==> src/rtl/apc_defs.vh <==
// constants for the adc path control and level monitor
// assumes a 100 MHz master clock and 20-bit two's complement samples
`ifndef APC_DEFS_VH
`define APC_DEFS_VH
`define APC_SAMPLE_W 20
`define APC_LEVEL_W 3
// peak level codes, higher code means louder
`define APC_LVL_LOW 3'h0
`define APC_LVL_DB6 3'h1
`define APC_LVL_DB5 3'h2
`define APC_LVL_DB4 3'h3
`define APC_LVL_DB3 3'h4
`define APC_LVL_DB2 3'h5
`define APC_LVL_DB1 3'h6
`define APC_LVL_CLIP 3'h7
// magnitude thresholds for -1..-6 dBFS on a 2^19 full scale
`define APC_THR_DB1 20'h72148
`define APC_THR_DB2 20'h65AC8
`define APC_THR_DB3 20'h5A9DF
`define APC_THR_DB4 20'h50C33
`define APC_THR_DB5 20'h47FAD
`define APC_THR_DB6 20'h4026E
`define APC_FULL_MAG 20'h7FFFF
// highpass pole shift: 2^-11 of fs gives about 3.7 Hz at 48 kHz
`define APC_HPF_SHIFT 11
`define APC_ACC_W 32
// interface word length codes
`define APC_WL_16 2'h0
`define APC_WL_18 2'h1
`define APC_WL_20 2'h2
// clock loss time in ns and its count at 10 ns
`define APC_CLK_PERIOD_NS 10
`define APC_CLKLOSS_NS 10000
`define APC_CLKLOSS_CYC (`APC_CLKLOSS_NS / `APC_CLK_PERIOD_NS)
`define APC_CLKLOSS_W 11
`endif

==> src/rtl/apc_adc_ctrl.v <==
// adc path control and level monitor, top level
// assumes decimated 20-bit samples arrive with a one-cycle valid strobe,
// and a clock-alive level from the clock monitor in the analog domain
//
// Overview of operation
// - mute bit forces channel samples to zero
// - adc power-down leaves dac path alone
// - track peak level per channel, 3 bits
// - code clipping, -1..-6 dB, or below
// - mode byte read clears both peak fields
// - first-order highpass after decimation removes dc
// - corner 3.7 Hz at 48 kHz, scales
// - per-channel highpass defeat bit bypasses filter
// - 20-bit adc samples on separate port
// - word length 16/18/20, standalone fixed 20 I2S
// - individual power-down only in control-port mode
// - standalone: highpass always on, no peaks
// - mute on zero: standalone forced, else selectable
// - zero-cross and volume only in control-port mode
// - reset low holds device powered down
// - output format left-justified or I2S, I2S default
// - clock stopped 10 us powers down, keeps settings
`include "apc_defs.vh"
module apc_adc_ctrl (
	input wire mclk_i,
	input wire rstn_i,
	input wire ctrl_port_mode_i,
	input wire adc_left_mute_i,
	input wire adc_right_mute_i,
	input wire adc_power_down_i,
	input wire dac_power_down_i,
	input wire left_highpass_defeat_i,
	input wire right_highpass_defeat_i,
	input wire output_format_select_i,
	input wire [1:0] word_length_i,
	input wire mute_on_zero_en_i,
	input wire [1:0] mute_ramp_rate_i,
	input wire zero_cross_en_i,
	input wire volume_en_i,
	input wire cal_cmd_i,
	input wire mode_byte_read_i,
	input wire clk_alive_i,
	input wire sample_valid_i,
	input wire [`APC_SAMPLE_W-1:0] left_sample_i,
	input wire [`APC_SAMPLE_W-1:0] right_sample_i,
	output reg sample_valid_o,
	output reg [`APC_SAMPLE_W-1:0] left_sample_o,
	output reg [`APC_SAMPLE_W-1:0] right_sample_o,
	output reg [`APC_LEVEL_W-1:0] left_peak_level_o,
	output reg [`APC_LEVEL_W-1:0] right_peak_level_o,
	output reg output_format_i2s_o,
	output reg [1:0] word_length_o,
	output reg adc_powered_down_o,
	output reg dac_powered_down_o,
	output reg codec_powered_down_o,
	output reg cal_start_o,
	output reg mute_on_zero_en_o,
	output reg [1:0] mute_ramp_rate_o,
	output reg zero_cross_en_o,
	output reg volume_en_o
);
	// power states
	localparam ST_OFF = 3'b001;
	localparam ST_RUN = 3'b010;
	localparam ST_STOP = 3'b100;

	reg [2:0] state_reg;
	reg [2:0] state_next;
	reg [`APC_CLKLOSS_W-1:0] loss_cnt_reg;
	reg cal_done_reg;
	reg cal_cmd_prev_reg;
	reg [`APC_SAMPLE_W-1:0] word_mask;

	// next values of the output flops
	reg sample_valid_next;
	reg [`APC_SAMPLE_W-1:0] left_sample_next;
	reg [`APC_SAMPLE_W-1:0] right_sample_next;
	reg [`APC_LEVEL_W-1:0] left_peak_level_next;
	reg [`APC_LEVEL_W-1:0] right_peak_level_next;
	reg output_format_i2s_next;
	reg [1:0] word_length_next;
	reg adc_powered_down_next;
	reg dac_powered_down_next;
	reg codec_powered_down_next;
	reg cal_start_next;
	reg mute_on_zero_en_next;
	reg [1:0] mute_ramp_rate_next;
	reg zero_cross_en_next;
	reg volume_en_next;

	wire running;
	wire adc_on;
	wire hp_byp_l;
	wire hp_byp_r;
	wire peak_en;
	wire in_valid;
	wire [`APC_SAMPLE_W-1:0] hp_l;
	wire [`APC_SAMPLE_W-1:0] hp_r;
	wire [`APC_LEVEL_W-1:0] pk_l;
	wire [`APC_LEVEL_W-1:0] pk_r;

	function [`APC_SAMPLE_W-1:0] apc_gate;
		input [`APC_SAMPLE_W-1:0] s;
		input mute;
		input [`APC_SAMPLE_W-1:0] mask;
		begin
			apc_gate = mute ? 20'h00000 : (s & mask);
		end
	endfunction

	assign running = (state_reg == ST_RUN);
	// individual adc power-down is a control-port feature only
	assign adc_on = running && !(ctrl_port_mode_i && adc_power_down_i);
	assign in_valid = sample_valid_i && adc_on;
	// standalone keeps the filter in, whatever the defeat inputs say
	assign hp_byp_l = ctrl_port_mode_i && left_highpass_defeat_i;
	assign hp_byp_r = ctrl_port_mode_i && right_highpass_defeat_i;
	assign peak_en = ctrl_port_mode_i;

	// the clock monitor watches for a 10 us gap in real time; here we also
	// time out the qualified alive level so a stuck monitor still powers down
	always @* begin
		state_next = state_reg;
		case (state_reg)
			ST_OFF: begin
				state_next = ST_RUN;
			end
			ST_RUN: begin
				if (!clk_alive_i && loss_cnt_reg >= `APC_CLKLOSS_CYC - 1)
					state_next = ST_STOP;
			end
			ST_STOP: begin
				if (clk_alive_i)
					state_next = ST_RUN;
			end
			default: begin
				state_next = ST_OFF;
			end
		endcase
	end

	always @* begin
		if (!ctrl_port_mode_i || word_length_i == `APC_WL_20)
			word_mask = 20'hFFFFF;
		else if (word_length_i == `APC_WL_18)
			word_mask = 20'hFFFFC;
		else
			word_mask = 20'hFFFF0;
	end

	// reset drives the whole block to power-down; settings live outside
	always @(posedge mclk_i or negedge rstn_i) begin
		if (!rstn_i) begin
			state_reg <= ST_OFF;
			loss_cnt_reg <= 11'h000;
			cal_done_reg <= 1'b0;
			cal_cmd_prev_reg <= 1'b0;
		end else begin
			state_reg <= state_next;
			if (clk_alive_i || !running)
				loss_cnt_reg <= 11'h000;
			else if (loss_cnt_reg < `APC_CLKLOSS_CYC)
				loss_cnt_reg <= loss_cnt_reg + 11'h001;
			cal_cmd_prev_reg <= cal_cmd_i;
			if (running)
				cal_done_reg <= 1'b1;
		end
	end

	apc_highpass u_hp_left (
		.mclk_i(mclk_i),
		.rstn_i(rstn_i),
		.bypass_i(hp_byp_l),
		.sample_valid_i(in_valid),
		.sample_i(left_sample_i),
		.sample_o(hp_l)
	);

	apc_highpass u_hp_right (
		.mclk_i(mclk_i),
		.rstn_i(rstn_i),
		.bypass_i(hp_byp_r),
		.sample_valid_i(in_valid),
		.sample_i(right_sample_i),
		.sample_o(hp_r)
	);

	// level is measured on the raw sample, ahead of any limiting
	apc_peak_detect u_pk_left (
		.mclk_i(mclk_i),
		.rstn_i(rstn_i),
		.enable_i(peak_en),
		.sample_valid_i(in_valid),
		.sample_i(left_sample_i),
		.clear_i(mode_byte_read_i),
		.level_o(pk_l)
	);

	apc_peak_detect u_pk_right (
		.mclk_i(mclk_i),
		.rstn_i(rstn_i),
		.enable_i(peak_en),
		.sample_valid_i(in_valid),
		.sample_i(right_sample_i),
		.clear_i(mode_byte_read_i),
		.level_o(pk_r)
	);

	// sample path: strobes are refused while the adc is down
	always @* begin
		sample_valid_next = in_valid;
		left_sample_next = left_sample_o;
		right_sample_next = right_sample_o;
		if (in_valid) begin
			left_sample_next = apc_gate(hp_l, adc_left_mute_i, word_mask);
			right_sample_next = apc_gate(hp_r, adc_right_mute_i, word_mask);
		end else if (!adc_on) begin
			left_sample_next = 20'h00000;
			right_sample_next = 20'h00000;
		end
		if (peak_en) begin
			left_peak_level_next = pk_l;
			right_peak_level_next = pk_r;
		end else begin
			left_peak_level_next = `APC_LVL_LOW;
			right_peak_level_next = `APC_LVL_LOW;
		end
	end

	// mode dependent settings; stand-alone pins the features to fixed values
	always @* begin
		adc_powered_down_next = !adc_on;
		codec_powered_down_next = !running;
		if (ctrl_port_mode_i) begin
			// format bit is active-high for left-justified; clear means I2S
			output_format_i2s_next = !output_format_select_i;
			word_length_next = word_length_i;
			dac_powered_down_next = !running || dac_power_down_i;
			cal_start_next = running && cal_cmd_i && !cal_cmd_prev_reg;
			mute_on_zero_en_next = mute_on_zero_en_i;
			mute_ramp_rate_next = mute_ramp_rate_i;
			zero_cross_en_next = zero_cross_en_i;
			volume_en_next = volume_en_i;
		end else begin
			// stand-alone: fixed I2S at 20 bits, whole-codec power-down only
			output_format_i2s_next = 1'b1;
			word_length_next = `APC_WL_20;
			dac_powered_down_next = !running;
			// calibrates once, in the first running cycle after power-up
			cal_start_next = running && !cal_done_reg;
			mute_on_zero_en_next = 1'b1;
			mute_ramp_rate_next = 2'h0;
			zero_cross_en_next = 1'b0;
			volume_en_next = 1'b0;
		end
	end

	// sample and level outputs leave from flops, so pins never glitch
	always @(posedge mclk_i or negedge rstn_i) begin
		if (!rstn_i) begin
			sample_valid_o <= 1'b0;
			left_sample_o <= 20'h00000;
			right_sample_o <= 20'h00000;
			left_peak_level_o <= `APC_LVL_LOW;
			right_peak_level_o <= `APC_LVL_LOW;
		end else begin
			sample_valid_o <= sample_valid_next;
			left_sample_o <= left_sample_next;
			right_sample_o <= right_sample_next;
			left_peak_level_o <= left_peak_level_next;
			right_peak_level_o <= right_peak_level_next;
		end
	end

	// status and settings follow a mode change one cycle late
	always @(posedge mclk_i or negedge rstn_i) begin
		if (!rstn_i) begin
			output_format_i2s_o <= 1'b1;
			word_length_o <= `APC_WL_20;
			adc_powered_down_o <= 1'b1;
			dac_powered_down_o <= 1'b1;
			codec_powered_down_o <= 1'b1;
			cal_start_o <= 1'b0;
			mute_on_zero_en_o <= 1'b0;
			mute_ramp_rate_o <= 2'h0;
			zero_cross_en_o <= 1'b0;
			volume_en_o <= 1'b0;
		end else begin
			output_format_i2s_o <= output_format_i2s_next;
			word_length_o <= word_length_next;
			adc_powered_down_o <= adc_powered_down_next;
			dac_powered_down_o <= dac_powered_down_next;
			codec_powered_down_o <= codec_powered_down_next;
			cal_start_o <= cal_start_next;
			mute_on_zero_en_o <= mute_on_zero_en_next;
			mute_ramp_rate_o <= mute_ramp_rate_next;
			zero_cross_en_o <= zero_cross_en_next;
			volume_en_o <= volume_en_next;
		end
	end
endmodule // apc_adc_ctrl

==> src/rtl/apc_highpass.v <==
// first-order dc blocker, y = x - dc, dc tracks x at 2^-shift per sample
// assumes one sample strobe per sample period
`include "apc_defs.vh"
module apc_highpass (
	input wire mclk_i,
	input wire rstn_i,
	input wire bypass_i,
	input wire sample_valid_i,
	input wire [`APC_SAMPLE_W-1:0] sample_i,
	output wire [`APC_SAMPLE_W-1:0] sample_o
);
	reg [`APC_ACC_W-1:0] dc_reg;
	wire signed [`APC_ACC_W-1:0] x_ext;
	wire signed [`APC_ACC_W-1:0] dc_est;
	wire signed [`APC_ACC_W-1:0] diff;
	wire signed [`APC_ACC_W-1:0] sat;

	assign x_ext = {{(`APC_ACC_W-`APC_SAMPLE_W){sample_i[`APC_SAMPLE_W-1]}}, sample_i};
	assign dc_est = $signed(dc_reg) >>> `APC_HPF_SHIFT;
	assign diff = x_ext - dc_est;
	// saturate so a step never wraps into the opposite sign
	assign sat = (diff > $signed(32'h0007FFFF)) ? 32'h0007FFFF :
		(diff < $signed(32'hFFF80000)) ? 32'hFFF80000 : diff;

	always @(posedge mclk_i or negedge rstn_i) begin
		if (!rstn_i)
			dc_reg <= 32'h00000000;
		else if (sample_valid_i)
			dc_reg <= dc_reg + diff;
	end

	// estimate keeps running while bypassed so re-enabling has no step
	assign sample_o = bypass_i ? sample_i : sat[`APC_SAMPLE_W-1:0];
endmodule // apc_highpass

==> src/rtl/apc_peak_detect.v <==
// per-channel peak level classifier with sticky maximum hold
// assumes one sample strobe per sample and a one-cycle clear pulse
`include "apc_defs.vh"
module apc_peak_detect (
	input wire mclk_i,
	input wire rstn_i,
	input wire enable_i,
	input wire sample_valid_i,
	input wire [`APC_SAMPLE_W-1:0] sample_i,
	input wire clear_i,
	output wire [`APC_LEVEL_W-1:0] level_o
);
	reg [`APC_LEVEL_W-1:0] level_reg;
	reg [`APC_LEVEL_W-1:0] level_next;
	reg [`APC_SAMPLE_W-1:0] mag;
	reg [`APC_LEVEL_W-1:0] cls;

	always @* begin
		mag = sample_i[`APC_SAMPLE_W-1] ? (~sample_i + 20'h00001) : sample_i;
		if (mag >= `APC_FULL_MAG)
			cls = `APC_LVL_CLIP;
		else if (mag >= `APC_THR_DB1)
			cls = `APC_LVL_DB1;
		else if (mag >= `APC_THR_DB2)
			cls = `APC_LVL_DB2;
		else if (mag >= `APC_THR_DB3)
			cls = `APC_LVL_DB3;
		else if (mag >= `APC_THR_DB4)
			cls = `APC_LVL_DB4;
		else if (mag >= `APC_THR_DB5)
			cls = `APC_LVL_DB5;
		else if (mag >= `APC_THR_DB6)
			cls = `APC_LVL_DB6;
		else
			cls = `APC_LVL_LOW;
	end

	// a sample in the clearing cycle still counts, so the set wins
	always @* begin
		level_next = clear_i ? `APC_LVL_LOW : level_reg;
		if (enable_i && sample_valid_i && cls > level_next)
			level_next = cls;
	end

	always @(posedge mclk_i or negedge rstn_i) begin
		if (!rstn_i)
			level_reg <= `APC_LVL_LOW;
		else
			level_reg <= level_next;
	end

	assign level_o = level_reg;
endmodule // apc_peak_detect
==> config.mk <==
export PLATFORM = sky130hd
export DESIGN_NAME = apc_adc_ctrl
export DESIGN_NICKNAME = d
export VERILOG_FILES = /design/src/rtl/apc_adc_ctrl.v /design/src/rtl/apc_highpass.v /design/src/rtl/apc_peak_detect.v
export VERILOG_INCLUDE_DIRS = /design/src /design/src/rtl
export SDC_FILE = /design/constraint.sdc
export NUM_CORES = 1
export LEC_CHECK = 0
export BUFFER_PORTS_ARGS = -buffer_cell sky130_fd_sc_hd__buf_2
export CAP_MARGIN = 40
export CORE_MARGIN = 1
export CORE_UTILIZATION = 55
export CTS_BUF_LIST = sky130_fd_sc_hd__clkbuf_4
export DETAILED_ROUTE_END_ITERATION = 10
export GPL_TIMING_DRIVEN = 0
export PLACE_DENSITY = 0.82
export SLEW_MARGIN = 25
export SYNTH_ARGS = -nofsm -noshare
export SYNTH_HDL_FRONTEND = slang
export SYNTH_SLANG_ARGS = --single-unit
==> constraint.sdc <==
create_clock -name mclk_i -period 7.55 [get_ports mclk_i]
set_clock_uncertainty 0.15 [all_clocks]
set_input_delay 1.1325 -clock mclk_i [delete_from_list [all_inputs] [get_ports mclk_i]]
set_output_delay 1.1325 -clock mclk_i [all_outputs]
set_load 0.005 [all_outputs]
==> results.md, run 1 <==
- Final min period: 6.19 ns
- Synth unique cells: 87
- Sequential cell area: 3640 um^2
- Share of cells above drive strength 1: 11.4%
- Crit path from: left_sample_i[0]
- Synth cell count leaders: nand2_1 (188), o21ai_0 (152), dfrtp_1 (139)
- Synth top area share: 26.9%
- DP Cell Count: 2026
- Critical path cell sequence: buf_2 > inv_1 > ha_1 > nor2b_1 > o21ai_0 > a21oi_1 > o211ai_1 > a21boi_0 > o311ai_0 > a31oi_1 > inv_1 > ha_1 > a21oi_1 > nand2_1 > o21ai_1 > o21ai_0 > or4b_1 > a41oi_1 > mux2i_1 > xnor2_1
- Share of power burned in registers: 17.4%
- Final Cycle Share: 82.0%
- Setup-failing EPs final: 0
- Final HPWL DP: 28.1 mm
- R2R Path Start: u_hp_left.dc_reg[12]
- Worst-Margin Slew: 0.787 ns
- Pwr dens: 492 nW/um^2
- Die width: 155 um
- Critical path launch point type: input port
- Die Footprint: 24200 um^2
- Synthesized area per cell: 8.13 um^2
- Grt ovf: 0
- Critical Path Stages: 20
- Proportion of synthesized area in mux cells: 0.792%
- Setup crit end kind: register
- CTS tree: built
- Reg2Reg Setup Slack: 1.67 ns
- DRT iter0 DRCs: 948
- Final #Nets: 1914
- Pins over their slew limit: 0
- Non-filler cells, final: 2062
- Row count: 55
- Root Driver: clkbuf_4
- Core area: 22800 um^2
- Rel. slew slack: 47.1%
- Post-route DRC violation count: 0
- Clock sink count: 145
- Post-synth ARST share: 100%
- Outcome: complete, no violations
- Clk Latency, worst-skew pair: 0.59 ns
- CP delay by family, top: compound AO/OA/AOI/OAI gates
- Synth top area cells: dfrtp_1 (27%), ha_1 (11%), o21ai_0 (5.9%)
- First-pass GRT wire length: 57.6 mm
- Pre-antenna DRT Iters: 6
- CP Class: in -> reg
- Vias in the first global route: 11683
- CP bufs+invs: 3
- IO Port Bufs: 119
- Net switching power: 3.53 mW
- Post-synthesis xor/xnor area fraction: 8.66%
- Post-route ant nets: 0
- Most used DFF post-synth: dfrtp_1
- Net Count, Synth: 1773
- Die Y: 155 um
- Multi-input gate area in the final layout: 8740 um^2
- CTS max path bufs: 2
- Simple-Gate Fraction of Synth Area: 18.9%
- Reg2Reg Depth: 19
- CP peak stage delay: 0.67 ns
- WP data required: 7.92 ns
- Largest net degree at the start of global routing: 75
- I/O pin count: 120
- Cell taking the most area after synthesis: dfrtp_1
- Slowest cell on crit path: a31oi_1
- Internal: 3.52 mW
- RD Place Congestion: 0.946
- Syn. warnings: 0
- Leakage power: 6.71 nW
- Initial core utilization: 56.7%
- Worst Path Arrival: 6.56 ns
- Post-CTS setup buffers: 0
- Main combinational cell family by area after synthesis: compound AO/OA/AOI/OAI gates
- CTS Buf Count: 17
- Sw Share: 50.1%
- Cell Area, Synth: 12900 um^2
- Clock transition at the registers of the reported paths: 0.14 ns
- Cts repair resizes: 0
- FILL cells: 1979
- Synth Area in Compound Gates: 27.4%
- Routed len/inst: 17.4 um
- Hold WC Path Type: in -> async
- Synthesis-stage register bit count: 145
- P&R area growth vs syn: 10.5%
- Via density per instance: 6.12
- GRT Overall Usage: 29.8%
- Adder-Cell Fraction of Synth Area: 11.7%
- Final Hold Viols: 0
- Via count: 12611
- Comb pwr share: 74.4%
- Unrepaired setup endpoints after global routing: no
- Sequential area share after synthesis: 28.1%
- Max Freq: 0.162 GHz
- Peak supply drop: 0.000215 V
- Hold-fix buffer count after cts: 0
- CP max FO: 10
- Setup_tns: 0 ns
- Syn Inst Count: 1593
- Initial antenna violation count: 2
- H-tree levels: 4
- Post-synth EDFFs: 0
- Clock power frac: 8.2%
- Most frequent cell after synthesis: nand2_1
- Final wirelength: 35.9 mm
- Maxcap violations: 0
placed cells by master (no fill, tap or decap), types with 10 or more instances in the layout:
| master | n |
|---|---|
| a21oi_1 | 118 |
| nand2_1 | 188 |
| clkbuf_4 | 18 |
| nor2_1 | 98 |
| or3_1 | 10 |
| o21bai_1 | 16 |
| inv_1 | 86 |
| nor3_1 | 25 |
| nand3_1 | 28 |
| a21o_1 | 56 |
| a31oi_1 | 23 |
| nor2b_1 | 21 |
| o31ai_1 | 24 |
| xnor2_1 | 76 |
| dfrtp_1 | 139 |
| nand2b_1 | 32 |
| a22o_1 | 10 |
| nor3b_1 | 11 |
| and3_1 | 23 |
| o21ai_0 | 152 |
| and2_1 | 22 |
| buf_2 | 123 |
| clkbuf_1 | 46 |
| ha_1 | 115 |
| o21a_1 | 18 |
| a32o_1 | 14 |
| or2_2 | 12 |
| xor2_1 | 52 |
worst paths after layout:
check,end
max reg2reg,u_hp_left.dc_reg[31]
min,u_pk_right.level_o[0]
min reg2reg,u_hp_left.dc_reg[31]
min in group mclk_i,u_hp_left.dc_reg[31]
max in group asynchronous,u_hp_right.dc_reg[8]
max,u_hp_left.dc_reg[31]
metrics by stage:
step / worst slack, ns / cell area [um^2] / utilization (%) / hold WS [ns] / power [mW]
final: 1.36 / 14300 / 62.6 / 0.333 / 7.05
after global routing: 1.01 / 14300 / 62.6 / 0.342 / 7.69
after CTS: 1.52 / 14300 / 62.6 / 0.344 / 6.95
after detailed placement: 0.918 / 14000 / 61.2 / 0.317 / 6.33
after global placement: 0.987 / 13900 / 61.0 / 0.308 / 6.16
after floorplan: 1.88 / 12900 / - / 0.286 / 5.22
kinds of logic (layout without fill, tap and decap cells):
kind of cell	after synthesis	count (layout)
AO/OA/AOI/OAI	540	540
AND/OR/NAND/NOR	506	506
flip-flops	145	145
buffers and inverters	145	299
XOR/XNOR	128	128
adder cells (fa/ha/maj)	119	119
multiplexers	10	10
other	0	2
area by class of cell:
cell class / count / area share [%]
multi-input combinational: 1303 / 61.1
clock inverter: 14 / 1.32
clock buffer: 18 / 0.944
timing repair buffer: 122 / 4.49
sequential: 145 / 25.4
inverter: 86 / 2.26
antenna: 2 / 0.0350
tap: 313 / 2.74
buffer: 59 / 1.71
worst reg2reg max path: stages (launching register included):
cell	delay, ns
dfrtp_1	0.41
inv_1	0.09
ha_1	0.27
nor2b_1	0.11
o21ai_0	0.13
a21oi_1	0.32
o211ai_1	0.19
a21boi_0	0.38
o311ai_0	0.28
a31oi_1	0.67
inv_1	0.39
ha_1	0.44
a21oi_1	0.23
nand2_1	0.08
o21ai_1	0.30
o21ai_0	0.21
or4b_1	0.52
a41oi_1	0.27
mux2i_1	0.25
xnor2_1	0.13
per-layer routing:
layer	up-vias	global-route usage, %	share of wire [%]
li1	6045	-	-
met1	5970	39.7	44
met2	507	48.1	45
met3	89	4.62	6.7
met4	0	12.6	3.4
met5	-	0	0
power by group through the flow:
stage / logic (mW) / clock network, mW / registers, mW
6_report: 5.24 / 0.576 / 1.23
5_1_grt: 5.83 / 0.610 / 1.25
4_1_cts: 5.15 / 0.580 / 1.22
3_5_place_dp: 5.09 / 0 / 1.24
3_3_place_gp: 4.94 / 0 / 1.23
2_1_floorplan: 4.03 / 0 / 1.19
(Power assumes the default switching activity.)
==> inputs of run 2 (changes only) <==
==> constraint.sdc (replaced) <==
create_clock -name mclk_i -period 6.2 [get_ports mclk_i]
set_clock_uncertainty 0.15 [all_clocks]
set_input_delay 0.93 -clock mclk_i [delete_from_list [all_inputs] [get_ports mclk_i]]
set_output_delay 0.93 -clock mclk_i [all_outputs]
set_load 0.005 [all_outputs]
==> results.md, run 2 (synthesis gave the netlist of run 1 again) <==
- Routed len/inst: 17.4 um
- Vias in the first global route: 11683
- Final Cycle Share: 94.9%
- Net switching power: 4.30 mW
- Peak supply drop: 0.000262 V
- Die width: 155 um
- CP max FO: 10
- P&R area growth vs syn: 10.7%
- Final #Nets: 1915
- Final HPWL DP: 28.1 mm
- Comb pwr share: 74.5%
- Pre-CTS setup slack: -0.229 ns
- Max Freq: 0.170 GHz
- Rel. slew slack: 47.2%
- WP data required: 6.57 ns
- Core area: 22800 um^2
- Pre-antenna DRT Iters: 6
- CTS Buf Count: 17
- Critical path launch point type: input port
- Commonest non-fill, non-tap cell in the layout: nand2_1
- Most Crowded Layer GR: met2
- IO Port Bufs: 119
- Leakage power: 6.72 nW
- M3 GR Usage: 4.62%
- Initial core utilization: 56.7%
- Maxcap violations: 0
- Final core occ: 62.7%
- I/O pin count: 120
- Clock transition at the registers of the reported paths: 0.14 ns
- CP peak stage delay: 0.67 ns
- Initial antenna violation count: 2
- Final min period: 5.88 ns
- Final hold slack: 0.131 ns
- Setup-failing EPs final: 0
- Largest net degree at the start of global routing: 75
- Clock sink count: 145
- Final WS setup: 0.319 ns
- CTS tree: built
- Via density per instance: 6.11
- Clock power frac: 8.2%
- GRT met2 Usage: 48.1%
- H-tree levels: 4
- Grt ovf: 0
- Clk Latency, worst-skew pair: 0.59 ns
- Post-route DRC violation count: 0
- Final wirelength: 35.8 mm
- Share of power burned in registers: 17.4%
- Pwr dens: 601 nW/um^2
- CTS max path bufs: 2
- R2R Path Start: u_hp_left.dc_reg[12]
- Outcome: complete, no violations
- Global Route met1 Usage: 39.7%
- Sw Share: 50.0%
- Internal: 4.30 mW
- Post-route ant nets: 0
- Row count: 55
- Hold WC Path Type: in -> async
- Root Driver: clkbuf_4
- Crit path from: left_sample_i[0]
- CP delay by family, top: compound AO/OA/AOI/OAI gates
- Post-Layout Inst Area: 14300 um^2
- Most frequent cells in the layout: nand2_1 (188), o21ai_0 (152), dfrtp_1 (139), buf_2 (123), a21oi_1 (118)
- Via count: 12613
- CP Class: in -> reg
- Hold-fix buffer count after cts: 0
- Critical path cell sequence: buf_2 > inv_1 > ha_1 > nor2b_1 > o21ai_0 > a21oi_1 > o211ai_1 > a21boi_0 > o311ai_0 > a31oi_1 > inv_1 > ha_1 > a21oi_1 > nand2_1 > o21ai_2 > o21ai_0 > or4b_1 > a41oi_1 > mux2i_1 > xnor2_1
- Share of cells above drive strength 1: 11.6%
- Final Hold Viols: 0
- Reg2Reg Setup Slack: 0.44 ns
- RD Place Congestion: 0.946
- GRT Overall Usage: 29.8%
- Pins over their slew limit: 0
- Worst-Margin Slew: 0.785 ns
- Slowest cell on crit path: a31oi_1
- Die Footprint: 24200 um^2
- First-pass GRT wire length: 57.6 mm
- Die Y: 155 um
- DRT iter0 DRCs: 904
- CP bufs+invs: 3
- Worst Path Arrival: 6.25 ns
- Area after DPL: 14000 um^2
- Setup crit end kind: register
- Unrepaired setup endpoints after global routing: no
==> run 2: cell count changes in the layout (fill, tap and decap cells not counted) <==
cell,previous run,this run
a311oi_1,6,5
a311oi_2,0,1
buf_4,1,2
o21ai_1,8,7
o21ai_2,2,3
==> run 2: layer usage <==
layer	share of wire, %	wire [um]	vias to the layer above
li1	-	-	6051
met1	44	15900	5941
met2	45	16200	528
met3	6.8	2440	93
met4	3.6	1290	0
met5	0	0	-
==> run 2: cell type report <==
class / count / area (um^2)
inverters: 86 / 323
flip-flops and latches: 145 / 3640
clock inverters: 14 / 189
multi-input cells: 1303 / 8750
well taps: 313 / 392
diodes: 2 / 5.00
repair buffers: 123 / 651
clock buffers: 18 / 135
plain buffers: 59 / 245
fillers: 1975 / 8520
==> run 2: what timing repair did <==
action,in CTS,in global routing
buffers inserted,0,1
gates resized for setup,0,2
setup endpoints to repair,0,1
==> run 2: worst register-to-register path: stages (launching register included) <==
cell and delay (ns):
dfrtp_1 0.41, inv_1 0.09, ha_1 0.27, nor2b_1 0.11, o21ai_0 0.13, a21oi_1 0.31, o211ai_1 0.18, a21boi_0 0.37
o311ai_0 0.28, a31oi_1 0.67, inv_1 0.38, ha_1 0.44, a21oi_1 0.23, nand2_1 0.09, o21ai_2 0.23, o21ai_0 0.19
or4b_1 0.52, a41oi_1 0.27, mux2i_1 0.25, xnor2_1 0.13
==> run 2: worst paths after layout <==
kind | endpoint | depth (start not counted)
min in group mclk_i | output_format_i2s_o | 2
max in group asynchronous | u_hp_right.dc_reg[8] | 2
worst min-delay path | u_pk_right.level_o[0] | 1
worst max-delay path | u_hp_left.dc_reg[31] | 20
worst min register to register | u_hp_right.dc_reg[31] | 1
worst max register to register | u_hp_left.dc_reg[31] | 19
==> run 2: power groups by stage <==
stage | sequential [mW] | combinational (mW) | clock (mW)
after floorplan | 1.45 | 4.91 | 0
after global placement | 1.49 | 6.01 | 0
after detailed placement | 1.51 | 6.20 | 0
after CTS | 1.49 | 6.27 | 0.706
after global routing | 1.53 | 7.13 | 0.743
final | 1.49 | 6.41 | 0.704
==> run 2: metrics by stage <==
stage               power [mW]  instances  TNS, ns
floorplan                 6.35       1593        0
global placement          7.51       2025   -0.160
detailed placement        7.71       2026   -0.292
CTS                       8.46       2058        0
global route              9.40       2063        0
finish                    8.61       2063        0
